`src/hw/ccpw_pkg.sv`:
```
// ccpw_pkg: constants and carrier types of the single-output pwm block.
// assumes a 32-bit apb slave, byte addresses, one register per aligned word.
package ccpw_pkg;
   localparam int ADDR_W = 8;
   localparam int NUM_UNITS = 2;
   // register byte offsets
   localparam logic [7:0] OFF_PT_COUNT = 8'h00;
   localparam logic [7:0] OFF_PT_PERIOD = 8'h04;
   localparam logic [7:0] OFF_PT_CONTROL = 8'h08;
   localparam logic [7:0] OFF_AT_COUNT = 8'h0c;
   localparam logic [7:0] OFF_AT_PERIOD = 8'h10;
   localparam logic [7:0] OFF_AT_CONTROL = 8'h14;
   localparam logic [7:0] OFF_U4_DUTY_LOW = 8'h18;
   localparam logic [7:0] OFF_U4_DUTY_HIGH = 8'h1c;
   localparam logic [7:0] OFF_U5_DUTY_LOW = 8'h20;
   localparam logic [7:0] OFF_U5_DUTY_HIGH = 8'h24;
   localparam logic [7:0] OFF_U4_CONTROL = 8'h28;
   localparam logic [7:0] OFF_U5_CONTROL = 8'h2c;
   localparam logic [7:0] OFF_OPEN_DRAIN = 8'h30;
   localparam logic [7:0] OFF_PIN_DIR = 8'h34;
   localparam logic [7:0] OFF_TIMER_SEL = 8'h38;
   localparam logic [7:0] OFF_STATUS = 8'h3c;
   // field positions
   localparam int OD_U4_BIT = 3;
   localparam int OD_U5_BIT = 4;
   localparam int ST_POST_LSB = 0;
   localparam int ST_PIN_LSB = 2;
   // values after reset
   localparam logic [7:0] RST_PERIOD = 8'hff;
   localparam logic [7:0] RST_COUNT = 8'h00;
   localparam logic [1:0] RST_PIN_DIR = 2'h3;
   // timer sub-counter terminal counts: 4 oscillator cycles times prescale
   localparam logic [5:0] SUB_LIMIT_1 = 6'h03;
   localparam logic [5:0] SUB_LIMIT_4 = 6'h0f;
   localparam logic [5:0] SUB_LIMIT_16 = 6'h3f;
   // mode select upper bits that pick pwm
   localparam logic [1:0] MODE_PWM_HI = 2'h3;

   typedef enum logic [1:0] {CCPW_PRE_1 = 2'h0, CCPW_PRE_4 = 2'h1, CCPW_PRE_16A = 2'h2,
                             CCPW_PRE_16B = 2'h3} ccpw_pre_t;
   typedef struct packed {
      logic [3:0] postscale;
      logic run;
      ccpw_pre_t prescale;
   } ccpw_tctl_t;
   typedef struct packed {
      logic [1:0] duty_low_bits;
      logic [3:0] mode;
   } ccpw_uctl_t;
   // timer state seen by a pwm unit
   typedef struct packed {
      logic [7:0] count;
      logic [1:0] phase;
      logic rollover;
   } ccpw_tbase_t;
endpackage : ccpw_pkg

```
`src/hw/ccpw_timer.sv`:
```
// ccpw_timer: 8-bit period timer with 1/4/16 prescale and a postscaler.
// assumes pclk is the oscillator clock; one timer tick is four pclk times prescale.
`timescale 1ns/100ps
module ccpw_timer (
   input wire logic pclk,
   input wire logic presetn,
   input wire ccpw_pkg::ccpw_tctl_t ctl,
   input wire logic [7:0] period,
   input wire logic load,
   input wire logic [7:0] load_val,
   output ccpw_pkg::ccpw_tbase_t tbase,
   output logic post_evt
);
   logic [5:0] sub_r;
   logic [7:0] count_r;
   logic [3:0] post_r;
   logic [5:0] limit;
   logic tick;
   logic roll;

   // prescale picks how many oscillator cycles make one timer increment
   always_comb begin
      unique case (ctl.prescale)
         ccpw_pkg::CCPW_PRE_1: limit = ccpw_pkg::SUB_LIMIT_1;
         ccpw_pkg::CCPW_PRE_4: limit = ccpw_pkg::SUB_LIMIT_4;
         default: limit = ccpw_pkg::SUB_LIMIT_16;
      endcase
   end
   assign tick = ctl.run && (sub_r == limit);
   assign roll = tick && (count_r == period);

   // sub-counter: quarter-cycle phase plus prescaler, restarted by a count write
   always_ff @(posedge pclk or negedge presetn) begin
      if (!presetn) begin
         sub_r <= 6'h00;
      end else if (load || tick) begin
         sub_r <= 6'h00;
      end else if (ctl.run) begin
         sub_r <= sub_r + 6'h01;
      end
   end

   // timer count clears on the increment after it equals the period
   always_ff @(posedge pclk or negedge presetn) begin
      if (!presetn) begin
         count_r <= ccpw_pkg::RST_COUNT;
      end else if (load) begin
         count_r <= load_val;
      end else if (roll) begin
         count_r <= 8'h00;
      end else if (tick) begin
         count_r <= count_r + 8'h01;
      end
   end

   // postscaler only makes a slower event; it never touches the period
   always_ff @(posedge pclk or negedge presetn) begin
      if (!presetn) begin
         post_r <= 4'h0;
         post_evt <= 1'b0;
      end else begin
         post_evt <= roll && (post_r == ctl.postscale);
         if (roll) begin
            post_r <= (post_r == ctl.postscale) ? 4'h0 : post_r + 4'h1;
         end
      end
   end

   // the two extra compare bits step once per prescale oscillator cycles
   always_comb begin
      tbase.count = count_r;
      tbase.rollover = roll;
      unique case (ctl.prescale)
         ccpw_pkg::CCPW_PRE_1: tbase.phase = sub_r[1:0];
         ccpw_pkg::CCPW_PRE_4: tbase.phase = sub_r[3:2];
         default: tbase.phase = sub_r[5:4];
      endcase
   end
endmodule : ccpw_timer

```
`src/hw/ccpw_unit.sv`:
```
// ccpw_unit: one pwm channel with a double-buffered 10-bit duty value.
// assumes the time base comes from a ccpw_timer on the same clock.
`timescale 1ns/100ps
module ccpw_unit (
   input wire logic pclk,
   input wire logic presetn,
   input wire logic pwm_en,
   input wire logic [7:0] duty_byte,
   input wire logic [1:0] duty_bits,
   input wire logic buf_load,
   input wire logic [7:0] buf_val,
   input wire ccpw_pkg::ccpw_tbase_t tbase,
   output logic [7:0] buf_byte,
   output logic level
);
   logic [1:0] lat2_r; // hidden from software on purpose
   logic [9:0] duty_next;
   logic start_r;

   assign duty_next = {duty_byte, duty_bits};

   // active duty copy: in pwm mode loaded only at rollover so the edge never glitches
   always_ff @(posedge pclk or negedge presetn) begin
      if (!presetn) begin
         buf_byte <= 8'h00;
         lat2_r <= 2'h0;
      end else if (pwm_en && tbase.rollover) begin
         {buf_byte, lat2_r} <= duty_next;
      end else if (!pwm_en && buf_load) begin
         buf_byte <= buf_val; // only writable outside pwm mode
      end
   end

   // the match clear lands one edge after the compare, so the set is delayed alike;
   // otherwise every high time would be one oscillator cycle too long
   always_ff @(posedge pclk or negedge presetn) begin
      if (!presetn) begin
         start_r <= 1'b0;
      end else begin
         start_r <= pwm_en && tbase.rollover;
      end
   end

   // output latch: set at period start, cleared on duty match, low when off
   always_ff @(posedge pclk or negedge presetn) begin
      if (!presetn) begin
         level <= 1'b0;
      end else if (!pwm_en) begin
         level <= 1'b0;
      end else if (start_r) begin
         level <= ({buf_byte, lat2_r} != 10'h000);
      end else if ({buf_byte, lat2_r} == {tbase.count, tbase.phase}) begin
         level <= 1'b0; // a duty past the period never matches
      end
   end
endmodule : ccpw_unit

```
`src/hw/ccpw_top.sv`:
```
// ccpw_top: apb register file, two timers and two single-output pwm units.
// assumes an apb master on pclk; pins are driven through out/oe pairs.
`timescale 1ns/100ps
module ccpw_top (
   input wire logic pclk,
   input wire logic presetn,
   input wire logic psel,
   input wire logic penable,
   input wire logic pwrite,
   input wire logic [ccpw_pkg::ADDR_W-1:0] paddr,
   input wire logic [31:0] pwdata,
   output logic [31:0] prdata,
   output logic pready,
   output logic pslverr,
   output logic [1:0] pwm_pin_out,
   output logic [1:0] pwm_pin_oe
);
   // timer configuration and period, index 0 primary, 1 alternate
   ccpw_pkg::ccpw_tctl_t tctl_r [2];
   logic [7:0] period_r [2];
   logic [1:0] count_load;
   ccpw_pkg::ccpw_tbase_t tbase [2];
   logic [1:0] post_evt;

   // unit registers, index 0 unit4, 1 unit5
   ccpw_pkg::ccpw_uctl_t uctl_r [2];
   logic [7:0] duty_low_r [2];
   logic [1:0] buf_load;
   logic [7:0] buf_byte [2];
   logic [1:0] level;
   logic [1:0] pwm_en;

   // pin and shared configuration
   logic [4:0] open_drain_r;
   logic [1:0] pin_dir_r; // 1 = input, like a direction latch
   logic [1:0] timer_sel_r; // per unit: 0 primary timer, 1 alternate
   logic [1:0] post_flag_r;

   // apb decode
   logic wr_acc;
   logic rd_setup;
   logic mapped;
   logic [31:0] rd_val;
   logic [7:0] wbyte;

   assign wr_acc = psel && penable && pwrite;
   assign rd_setup = psel && !penable && !pwrite;
   assign wbyte = pwdata[7:0];

   // every register answers at once; unmapped addresses flag an error
   always_comb begin
      unique case (paddr)
         ccpw_pkg::OFF_PT_COUNT, ccpw_pkg::OFF_PT_PERIOD, ccpw_pkg::OFF_PT_CONTROL,
         ccpw_pkg::OFF_AT_COUNT, ccpw_pkg::OFF_AT_PERIOD, ccpw_pkg::OFF_AT_CONTROL,
         ccpw_pkg::OFF_U4_DUTY_LOW, ccpw_pkg::OFF_U4_DUTY_HIGH, ccpw_pkg::OFF_U5_DUTY_LOW,
         ccpw_pkg::OFF_U5_DUTY_HIGH, ccpw_pkg::OFF_U4_CONTROL, ccpw_pkg::OFF_U5_CONTROL,
         ccpw_pkg::OFF_OPEN_DRAIN, ccpw_pkg::OFF_PIN_DIR, ccpw_pkg::OFF_TIMER_SEL,
         ccpw_pkg::OFF_STATUS: mapped = 1'b1;
         default: mapped = 1'b0;
      endcase
   end
   assign pready = psel && penable;
   assign pslverr = psel && penable && !mapped;

   // read mux; narrow registers sit in the low bits, the rest read zero
   always_comb begin
      rd_val = 32'h0000_0000;
      unique case (paddr)
         ccpw_pkg::OFF_PT_COUNT: rd_val[7:0] = tbase[0].count;
         ccpw_pkg::OFF_PT_PERIOD: rd_val[7:0] = period_r[0];
         ccpw_pkg::OFF_PT_CONTROL: rd_val[6:0] = tctl_r[0];
         ccpw_pkg::OFF_AT_COUNT: rd_val[7:0] = tbase[1].count;
         ccpw_pkg::OFF_AT_PERIOD: rd_val[7:0] = period_r[1];
         ccpw_pkg::OFF_AT_CONTROL: rd_val[6:0] = tctl_r[1];
         ccpw_pkg::OFF_U4_DUTY_LOW: rd_val[7:0] = duty_low_r[0];
         ccpw_pkg::OFF_U4_DUTY_HIGH: rd_val[7:0] = buf_byte[0];
         ccpw_pkg::OFF_U5_DUTY_LOW: rd_val[7:0] = duty_low_r[1];
         ccpw_pkg::OFF_U5_DUTY_HIGH: rd_val[7:0] = buf_byte[1];
         ccpw_pkg::OFF_U4_CONTROL: rd_val[5:0] = uctl_r[0];
         ccpw_pkg::OFF_U5_CONTROL: rd_val[5:0] = uctl_r[1];
         ccpw_pkg::OFF_OPEN_DRAIN: rd_val[4:0] = open_drain_r;
         ccpw_pkg::OFF_PIN_DIR: rd_val[1:0] = pin_dir_r;
         ccpw_pkg::OFF_TIMER_SEL: rd_val[1:0] = timer_sel_r;
         ccpw_pkg::OFF_STATUS: begin
            rd_val[ccpw_pkg::ST_POST_LSB +: 2] = post_flag_r;
            rd_val[ccpw_pkg::ST_PIN_LSB +: 2] = level;
         end
         default: rd_val = 32'h0000_0000;
      endcase
   end

   // read data is caught in the setup cycle so it comes from a flop
   always_ff @(posedge pclk or negedge presetn) begin
      if (!presetn) begin
         prdata <= 32'h0000_0000;
      end else if (rd_setup) begin
         prdata <= rd_val;
      end
   end

   // timer control and period registers
   always_ff @(posedge pclk or negedge presetn) begin
      if (!presetn) begin
         tctl_r[0] <= '0;
         tctl_r[1] <= '0;
         period_r[0] <= ccpw_pkg::RST_PERIOD;
         period_r[1] <= ccpw_pkg::RST_PERIOD;
      end else if (wr_acc) begin
         unique case (paddr)
            ccpw_pkg::OFF_PT_PERIOD: period_r[0] <= wbyte;
            ccpw_pkg::OFF_AT_PERIOD: period_r[1] <= wbyte;
            ccpw_pkg::OFF_PT_CONTROL: tctl_r[0] <= wbyte[6:0];
            ccpw_pkg::OFF_AT_CONTROL: tctl_r[1] <= wbyte[6:0];
            default: ;
         endcase
      end
   end

   // count writes go straight into the timer as a load strobe
   assign count_load[0] = wr_acc && (paddr == ccpw_pkg::OFF_PT_COUNT);
   assign count_load[1] = wr_acc && (paddr == ccpw_pkg::OFF_AT_COUNT);

   // duty and unit control registers; writable any time, duty bits used at rollover, mode at once
   always_ff @(posedge pclk or negedge presetn) begin
      if (!presetn) begin
         duty_low_r[0] <= 8'h00;
         duty_low_r[1] <= 8'h00;
         uctl_r[0] <= '0;
         uctl_r[1] <= '0;
      end else if (wr_acc) begin
         unique case (paddr)
            ccpw_pkg::OFF_U4_DUTY_LOW: duty_low_r[0] <= wbyte;
            ccpw_pkg::OFF_U5_DUTY_LOW: duty_low_r[1] <= wbyte;
            ccpw_pkg::OFF_U4_CONTROL: uctl_r[0] <= wbyte[5:0];
            ccpw_pkg::OFF_U5_CONTROL: uctl_r[1] <= wbyte[5:0];
            default: ;
         endcase
      end
   end

   // buffer byte writes are offered to the unit, which drops them in pwm mode
   assign buf_load[0] = wr_acc && (paddr == ccpw_pkg::OFF_U4_DUTY_HIGH);
   assign buf_load[1] = wr_acc && (paddr == ccpw_pkg::OFF_U5_DUTY_HIGH);

   // pin configuration: open drain, direction and timer choice
   always_ff @(posedge pclk or negedge presetn) begin
      if (!presetn) begin
         open_drain_r <= 5'h00;
         pin_dir_r <= ccpw_pkg::RST_PIN_DIR;
         timer_sel_r <= 2'h0;
      end else if (wr_acc) begin
         unique case (paddr)
            ccpw_pkg::OFF_OPEN_DRAIN: open_drain_r <= wbyte[4:0];
            ccpw_pkg::OFF_PIN_DIR: pin_dir_r <= wbyte[1:0];
            ccpw_pkg::OFF_TIMER_SEL: timer_sel_r <= wbyte[1:0];
            default: ;
         endcase
      end
   end

   // postscale events are sticky; write one clears, a new event wins
   always_ff @(posedge pclk or negedge presetn) begin
      if (!presetn) begin
         post_flag_r <= 2'h0;
      end else begin
         for (int i = 0; i < 2; i++) begin
            if (post_evt[i]) begin
               post_flag_r[i] <= 1'b1;
            end else if (wr_acc && (paddr == ccpw_pkg::OFF_STATUS) && pwdata[ccpw_pkg::ST_POST_LSB + i]) begin
               post_flag_r[i] <= 1'b0;
            end
         end
      end
   end

   // two identical time bases
   genvar t;
   generate
      for (t = 0; t < 2; t++) begin : g_timer
         ccpw_timer u_timer (
            .pclk(pclk),
            .presetn(presetn),
            .ctl(tctl_r[t]),
            .period(period_r[t]),
            .load(count_load[t]),
            .load_val(wbyte),
            .tbase(tbase[t]),
            .post_evt(post_evt[t])
         );
      end
   endgenerate

   // pwm units with pin drivers; an open-drain pin only pulls low
   genvar u;
   generate
      for (u = 0; u < ccpw_pkg::NUM_UNITS; u++) begin : g_unit
         localparam int OD_BIT = (u == 0) ? ccpw_pkg::OD_U4_BIT : ccpw_pkg::OD_U5_BIT;
         assign pwm_en[u] = (uctl_r[u].mode[3:2] == ccpw_pkg::MODE_PWM_HI);
         ccpw_unit u_unit (
            .pclk(pclk),
            .presetn(presetn),
            .pwm_en(pwm_en[u]),
            .duty_byte(duty_low_r[u]),
            .duty_bits(uctl_r[u].duty_low_bits),
            .buf_load(buf_load[u]),
            .buf_val(wbyte),
            .tbase(tbase[timer_sel_r[u]]),
            .buf_byte(buf_byte[u]),
            .level(level[u])
         );
         // the unit latch drives the pin only when its direction is output
         always_comb begin
            if (open_drain_r[OD_BIT]) begin
               pwm_pin_out[u] = 1'b0;
               pwm_pin_oe[u] = !pin_dir_r[u] && !level[u];
            end else begin
               pwm_pin_out[u] = level[u];
               pwm_pin_oe[u] = !pin_dir_r[u];
            end
         end
      end
   endgenerate
endmodule : ccpw_top

```
`config.mk`:
```
export PLATFORM = sky130hd
export DESIGN_NAME = ccpw_top
export DESIGN_NICKNAME = d
export VERILOG_FILES = /design/src/hw/ccpw_pkg.sv /design/src/hw/ccpw_timer.sv /design/src/hw/ccpw_unit.sv /design/src/hw/ccpw_top.sv
export SDC_FILE = /design/constraint.sdc
export NUM_CORES = 1
export LEC_CHECK = 0
export ABC_CLOCK_PERIOD_IN_PS = 8300
export BUFFER_PORTS_ARGS = -buffer_cell sky130_fd_sc_hd__buf_2
export CAP_MARGIN = 20
export CORE_MARGIN = 5
export CORE_UTILIZATION = 45
export DETAILED_ROUTE_END_ITERATION = 8
export GPL_TIMING_DRIVEN = 0
export PLACE_DENSITY_LB_ADDON = 0.1
export SYNTH_ARGS = -nofsm -noshare
export SYNTH_HDL_FRONTEND = slang
export SYNTH_SLANG_ARGS = --single-unit
```
`constraint.sdc`:
```
create_clock -name pclk -period 8.3 [get_ports pclk]
set_clock_uncertainty 0.15 [all_clocks]
set_input_delay 0.415 -clock pclk [delete_from_list [all_inputs] [get_ports pclk]]
set_output_delay 0.415 -clock pclk [all_outputs]
set_load 0.01 [all_outputs]
```
==> impl.org <==
** Run status
- The flow ran to the end, and the final reports show no timing, DRC or antenna violations.

** STA
- Hold violation total from the final report :: 0
- Summed over all failing endpoints, the final setup total negative slack is 0 ps.
- Worst Max-Slew Pin Slew :: 1156 ps
- Derived from the worst setup path, the maximum achievable clock frequency is around 0.31 GHz.
- The smallest clock period supported by the final layout is computed as about 3200 ps.
- Setup repair after global routing left no endpoint under its margin.
- Final setup violation count :: 0
- Remaining max-slew budget at the tightest pin :: between 20% and 30%
- The number of pins exceeding their max-slew limit in the final report is 0.
- The final critical path takes up 38.58% of the cycle.
- Minimum hold slack :: between 100 and 150 ps

** Synth
- After synthesis, the share of cell area in mux cells is between 15 and 20%.
- Synth Area in Adders :: less than 1%
- Cell count after synthesis :: 835
- After Yosys synthesis, XOR and XNOR cells account for 5.657% of the synthesized area.
- Post-synthesis share of cell area spent on and, or, nand and nor gates :: about 17%
- Counting flops and latches in the post-synthesis netlist gives 139.
- Number of enable flip-flop cells after synthesis :: 0
- In the synthesized netlist the async set-or-reset flop fraction comes to 100.0%.
- Share of the yosys chip area belonging to registers :: between 40% and 50%
- The Yosys step of the flow raised 0 warnings.
- Synthesized area per cell :: around 10 µm²
- Summing the areas of all compound-gate instances in the mapped netlist gives 13.51% of the synthesized area.
- The synthesized netlist contains 64 unique library cells.
- In this run the cell area of the synthesized design comes to about 0.0084 mm².
- Leading register cell type out of synthesis :: sky130_fd_sc_hd__dfrtp_1
- After synthesis, the largest family of logic cells by area is simple AND/OR/NAND/NOR gates.

** Setup path
- The startpoint identified for the worst register-to-register timing path is tctl_r[0]$_DFFE_PN0P_.
- Critical path class :: reg -> reg
- End of the worst register-to-register path :: g_unit[1].u_unit.lat2_r[0]$_DFFE_PN0P_
- Max Fanout on Critical Path :: 10
- CP peak stage delay :: about 720 ps
- Critical path data required time :: 8460 ps
- Library cell contributing the largest single delay on the critical path :: sky130_fd_sc_hd__nor4_4
- STA classifies the critical path startpoint as a register.
- Register-to-Register Path Depth :: 6
- The signal on the critical path passes through or4_1 > a221o_2 > nor4_4 > or2_1 > buf_6 > mux2_1.
- CP Data Arrival Time :: roughly 3400 ps
- The worst register-to-register path has a setup slack of approximately 5000 ps.
- Nature of the critical path endpoint :: register
- In this run the worst setup path begins at tctl_r[0]$_DFFE_PN0P_.
- Critical path destination :: g_unit[1].u_unit.lat2_r[0]$_DFFE_PN0P_

** Die
- Die width :: approximately 150 µm
- Once the floorplan was initialized, standard cells occupied a little under half of the core.
- The floorplan step set the die height to ~150 µm.
- Die area :: 0.02141 mm²
- During I/O placement, the number of pins put on the boundary was just over 80.
- The region available for standard cell placement spans around 0.018 mm².
- Number of cell rows :: a little under 50

** Layout
- Final Util :: 52.68%
- Layout overhead on the synthesized area :: 14.35%
- After the last flow step, the layout net total stands at 962.
- 0 antenna diodes ended up in the layout.
- In the final layout, the share of cells above drive strength 1 is 22.10%.
- Seq. cell area :: roughly 0.0035 mm²
- Most common cell after layout, fill and taps aside :: sky130_fd_sc_hd__dfrtp_1
- The top cell types in the final layout, fill and taps aside, are sky130_fd_sc_hd__dfrtp_1, sky130_fd_sc_hd__mux2_2, sky130_fd_sc_hd__nor2_1, sky130_fd_sc_hd__clkbuf_1, sky130_fd_sc_hd__nand2_1.
- Area taken by multi-input logic gates :: roughly 0.0045 mm²
- After filler insertion, the fill cell instance count of the layout stands at 1,650.

** Clock network
- Clock tree from TritonCTS :: yes
- In this run the clock root is driven by a sky130_fd_sc_hd__clkbuf_16.
- CTS Sinks :: around 140
- Number of setup buffers added after CTS :: 0
- Inserted Clock Buffers :: 17
- Number of H-tree branching levels :: 4
- At the later pin of the worst-skew pair, clock insertion delay measures around 430 ps.
- Clock transition at the register clock pins on the worst setup and hold paths after CTS :: roughly 60 ps
- Hold-fix buffers, CTS :: 1
- The number of gates resized after CTS was 0.
- Counting along the longest clock path gives a buffer depth of 2.

** Pwr
- The analysis attributes to cell leakage a power of around 4.1 nW.
- Overall power consumption after layout is estimated at roughly 0.0017 W.
- Across the VDD grid, the largest voltage drop is approximately 0.16 mV.
- Cell area power density :: 175.9 mW/mm²

** Route
- After the first detailed-routing iteration, the DRC count stood at 818.
- After detailed routing, the average wire length per cell comes to 27.28 µm.
- Number of antenna-violating nets in the routed design :: 0
- Iteration count of the initial detailed-routing pass :: 7
- The final route contains roughly 7,300 vias.
- Via/cell ratio :: 6.368
- Final wirelength :: about 31,000 µm
- For this run, design rule violations remaining after detail routing come to 0.

** Hold path
- Worst hold stages :: 2
- Worst min-delay path category :: in -> reg

** Placement
- Placer Congestion :: approximately 0.96
- Input and output buffers added on the ports amount to 31.
- Summed over all nets, the half-perimeter wirelength after detailed placement is around 23,000 µm.

** Global routing
- The first global-routing pass estimated between 40,000 and 50,000 µm of wire.
- Largest net degree at the start of global routing :: 100
- Antenna violations before repair :: 1
- Across every metal layer, demand over resource in global routing totals 29.31%.
- The via count of the first global-routing pass came to around 7,200.
- For this run the aggregate overflow at the end of global routing stands at 0.

** Job
- Maximum Capacitance Violations :: 0
==> report_power, final <==
group          switching [W]  internal, W
logic              0.0000991    0.0000512
clock network       0.000318     0.000504
registers          0.0000174     0.000692
==> kinds of logic after synthesis <==
logic type / Yosys count
AND/OR/NAND/NOR: 264
adder cells (fa/ha/maj): 6
flip-flops: 139
other: 1
multiplexers: 115
XOR/XNOR: 54
buffers and inverters: 90
AO/OA/AOI/OAI: 166
==> Yosys cell counts, types with 4 or more instances <==
| cell type | n | area (µm²) |
|---|---|---|
| sky130_fd_sc_hd__a21boi_0 | 4 | 30.03 |
| sky130_fd_sc_hd__a21oi_1 | 35 | 175.2 |
| sky130_fd_sc_hd__a221o_1 | 17 | 170.2 |
| sky130_fd_sc_hd__a221oi_1 | 8 | 70.07 |
| sky130_fd_sc_hd__a22o_1 | 5 | 43.79 |
| sky130_fd_sc_hd__a22oi_1 | 14 | 105.1 |
| sky130_fd_sc_hd__a31oi_1 | 10 | 62.56 |
| sky130_fd_sc_hd__a32oi_1 | 5 | 43.79 |
| sky130_fd_sc_hd__and2_1 | 5 | 31.28 |
| sky130_fd_sc_hd__and3_1 | 8 | 50.05 |
| sky130_fd_sc_hd__and4_1 | 4 | 35.03 |
| sky130_fd_sc_hd__buf_4 | 24 | 180.2 |
| sky130_fd_sc_hd__clkbuf_1 | 49 | 183.9 |
| sky130_fd_sc_hd__dfrtp_1 | 121 | 3028 |
| sky130_fd_sc_hd__dfstp_2 | 18 | 473.0 |
| sky130_fd_sc_hd__ha_1 | 6 | 75.07 |
| sky130_fd_sc_hd__inv_1 | 6 | 22.52 |
| sky130_fd_sc_hd__mux2_2 | 79 | 889.6 |
| sky130_fd_sc_hd__mux2i_1 | 32 | 320.3 |
| sky130_fd_sc_hd__nand2_1 | 48 | 180.2 |
| sky130_fd_sc_hd__nand2b_1 | 5 | 31.28 |
| sky130_fd_sc_hd__nand3_1 | 35 | 175.2 |
| sky130_fd_sc_hd__nand4_1 | 15 | 93.84 |
| sky130_fd_sc_hd__nor2_1 | 62 | 232.7 |
| sky130_fd_sc_hd__nor2b_1 | 11 | 68.82 |
| sky130_fd_sc_hd__nor3_1 | 10 | 50.05 |
| sky130_fd_sc_hd__nor4_1 | 11 | 68.82 |
| sky130_fd_sc_hd__nor4_4 | 4 | 85.08 |
| sky130_fd_sc_hd__nor4b_1 | 17 | 148.9 |
| sky130_fd_sc_hd__o211ai_1 | 6 | 45.04 |
| sky130_fd_sc_hd__o21ai_0 | 39 | 195.2 |
| sky130_fd_sc_hd__or2_2 | 5 | 31.28 |
| sky130_fd_sc_hd__or3_1 | 7 | 43.79 |
| sky130_fd_sc_hd__xnor2_1 | 44 | 385.4 |
| sky130_fd_sc_hd__xor2_1 | 10 | 87.58 |
==> layout make-up <==
type,count,area share (%)
Multi-Input combinational cell,629,46.97
Sequential cell,139,36.62
Clock buffer,18,4.489
Buffer,83,4.489
Tap cell,229,2.997
Timing Repair Buffer,34,2.159
Clock inverter,13,2.002
Inverter,7,0.2748
==> worst max-delay path: cells and delay by family (launching register included) <==
family                 cells  cell delay [ps]
AOI/OAI and AO/OA          1              500
buffers and inverters      1              150
DFF                        1              500
muxes                      1              330
and+or+nand+nor            3             1450
==> how the worst min path moves through the flow <==
stage                                     from                                        to  slack [ps]
floorplan                              presetn                 duty_low_r[0]$_DFFE_PN0P_         -30
global placement    post_flag_r[0]$_DFFE_PN0P_                post_flag_r[0]$_DFFE_PN0P_         300
detailed placement                     presetn   g_timer[1].u_timer.sub_r[5]$_DFFE_PN0P_         210
CTS                                  pwdata[5]  g_unit[0].u_unit.buf_byte[5]$_DFFE_PN0P_         110
global route                         pwdata[5]  g_unit[0].u_unit.buf_byte[5]$_DFFE_PN0P_         120
finish                               pwdata[5]  g_unit[0].u_unit.buf_byte[5]$_DFFE_PN0P_         120
==> sequential cells by signal (all words and copies together) (netlist names), 4 cells and up <==
name / cells
g_unit.u_unit.buf_byte: 16
tctl_r: 14
g_timer.u_timer.post_r: 8
g_timer.u_timer.sub_r: 12
g_unit.u_unit.lat2_r: 4
duty_low_r: 16
prdata: 8
g_timer.u_timer.count_r: 16
uctl_r: 12
period_r: 16
open_drain_r: 5
==> per-stage QoR <==
stage          cells  area [µm²]  setup slack [ps]
2_1_floorplan    858        8447              5578
3_3_place_gp    1118        8889              4768
3_5_place_dp    1119        8922              4803
4_1_cts         1151        9553              5129
5_1_grt         1152        9560              5069
6_report        1152        9560              5098
==> per-layer routing <==
layer / GRT usage [%] / up-vias / part of all wire [%]
met5: 0 / - / 0
met2: 45.38 / 374 / 45
met3: 6.477 / 62 / 7.8
li1: - / 3183 / -
met1: 40.59 / 3717 / 43
met4: 10.54 / 0 / 3.5
Power figures use the tool's default switching activity.
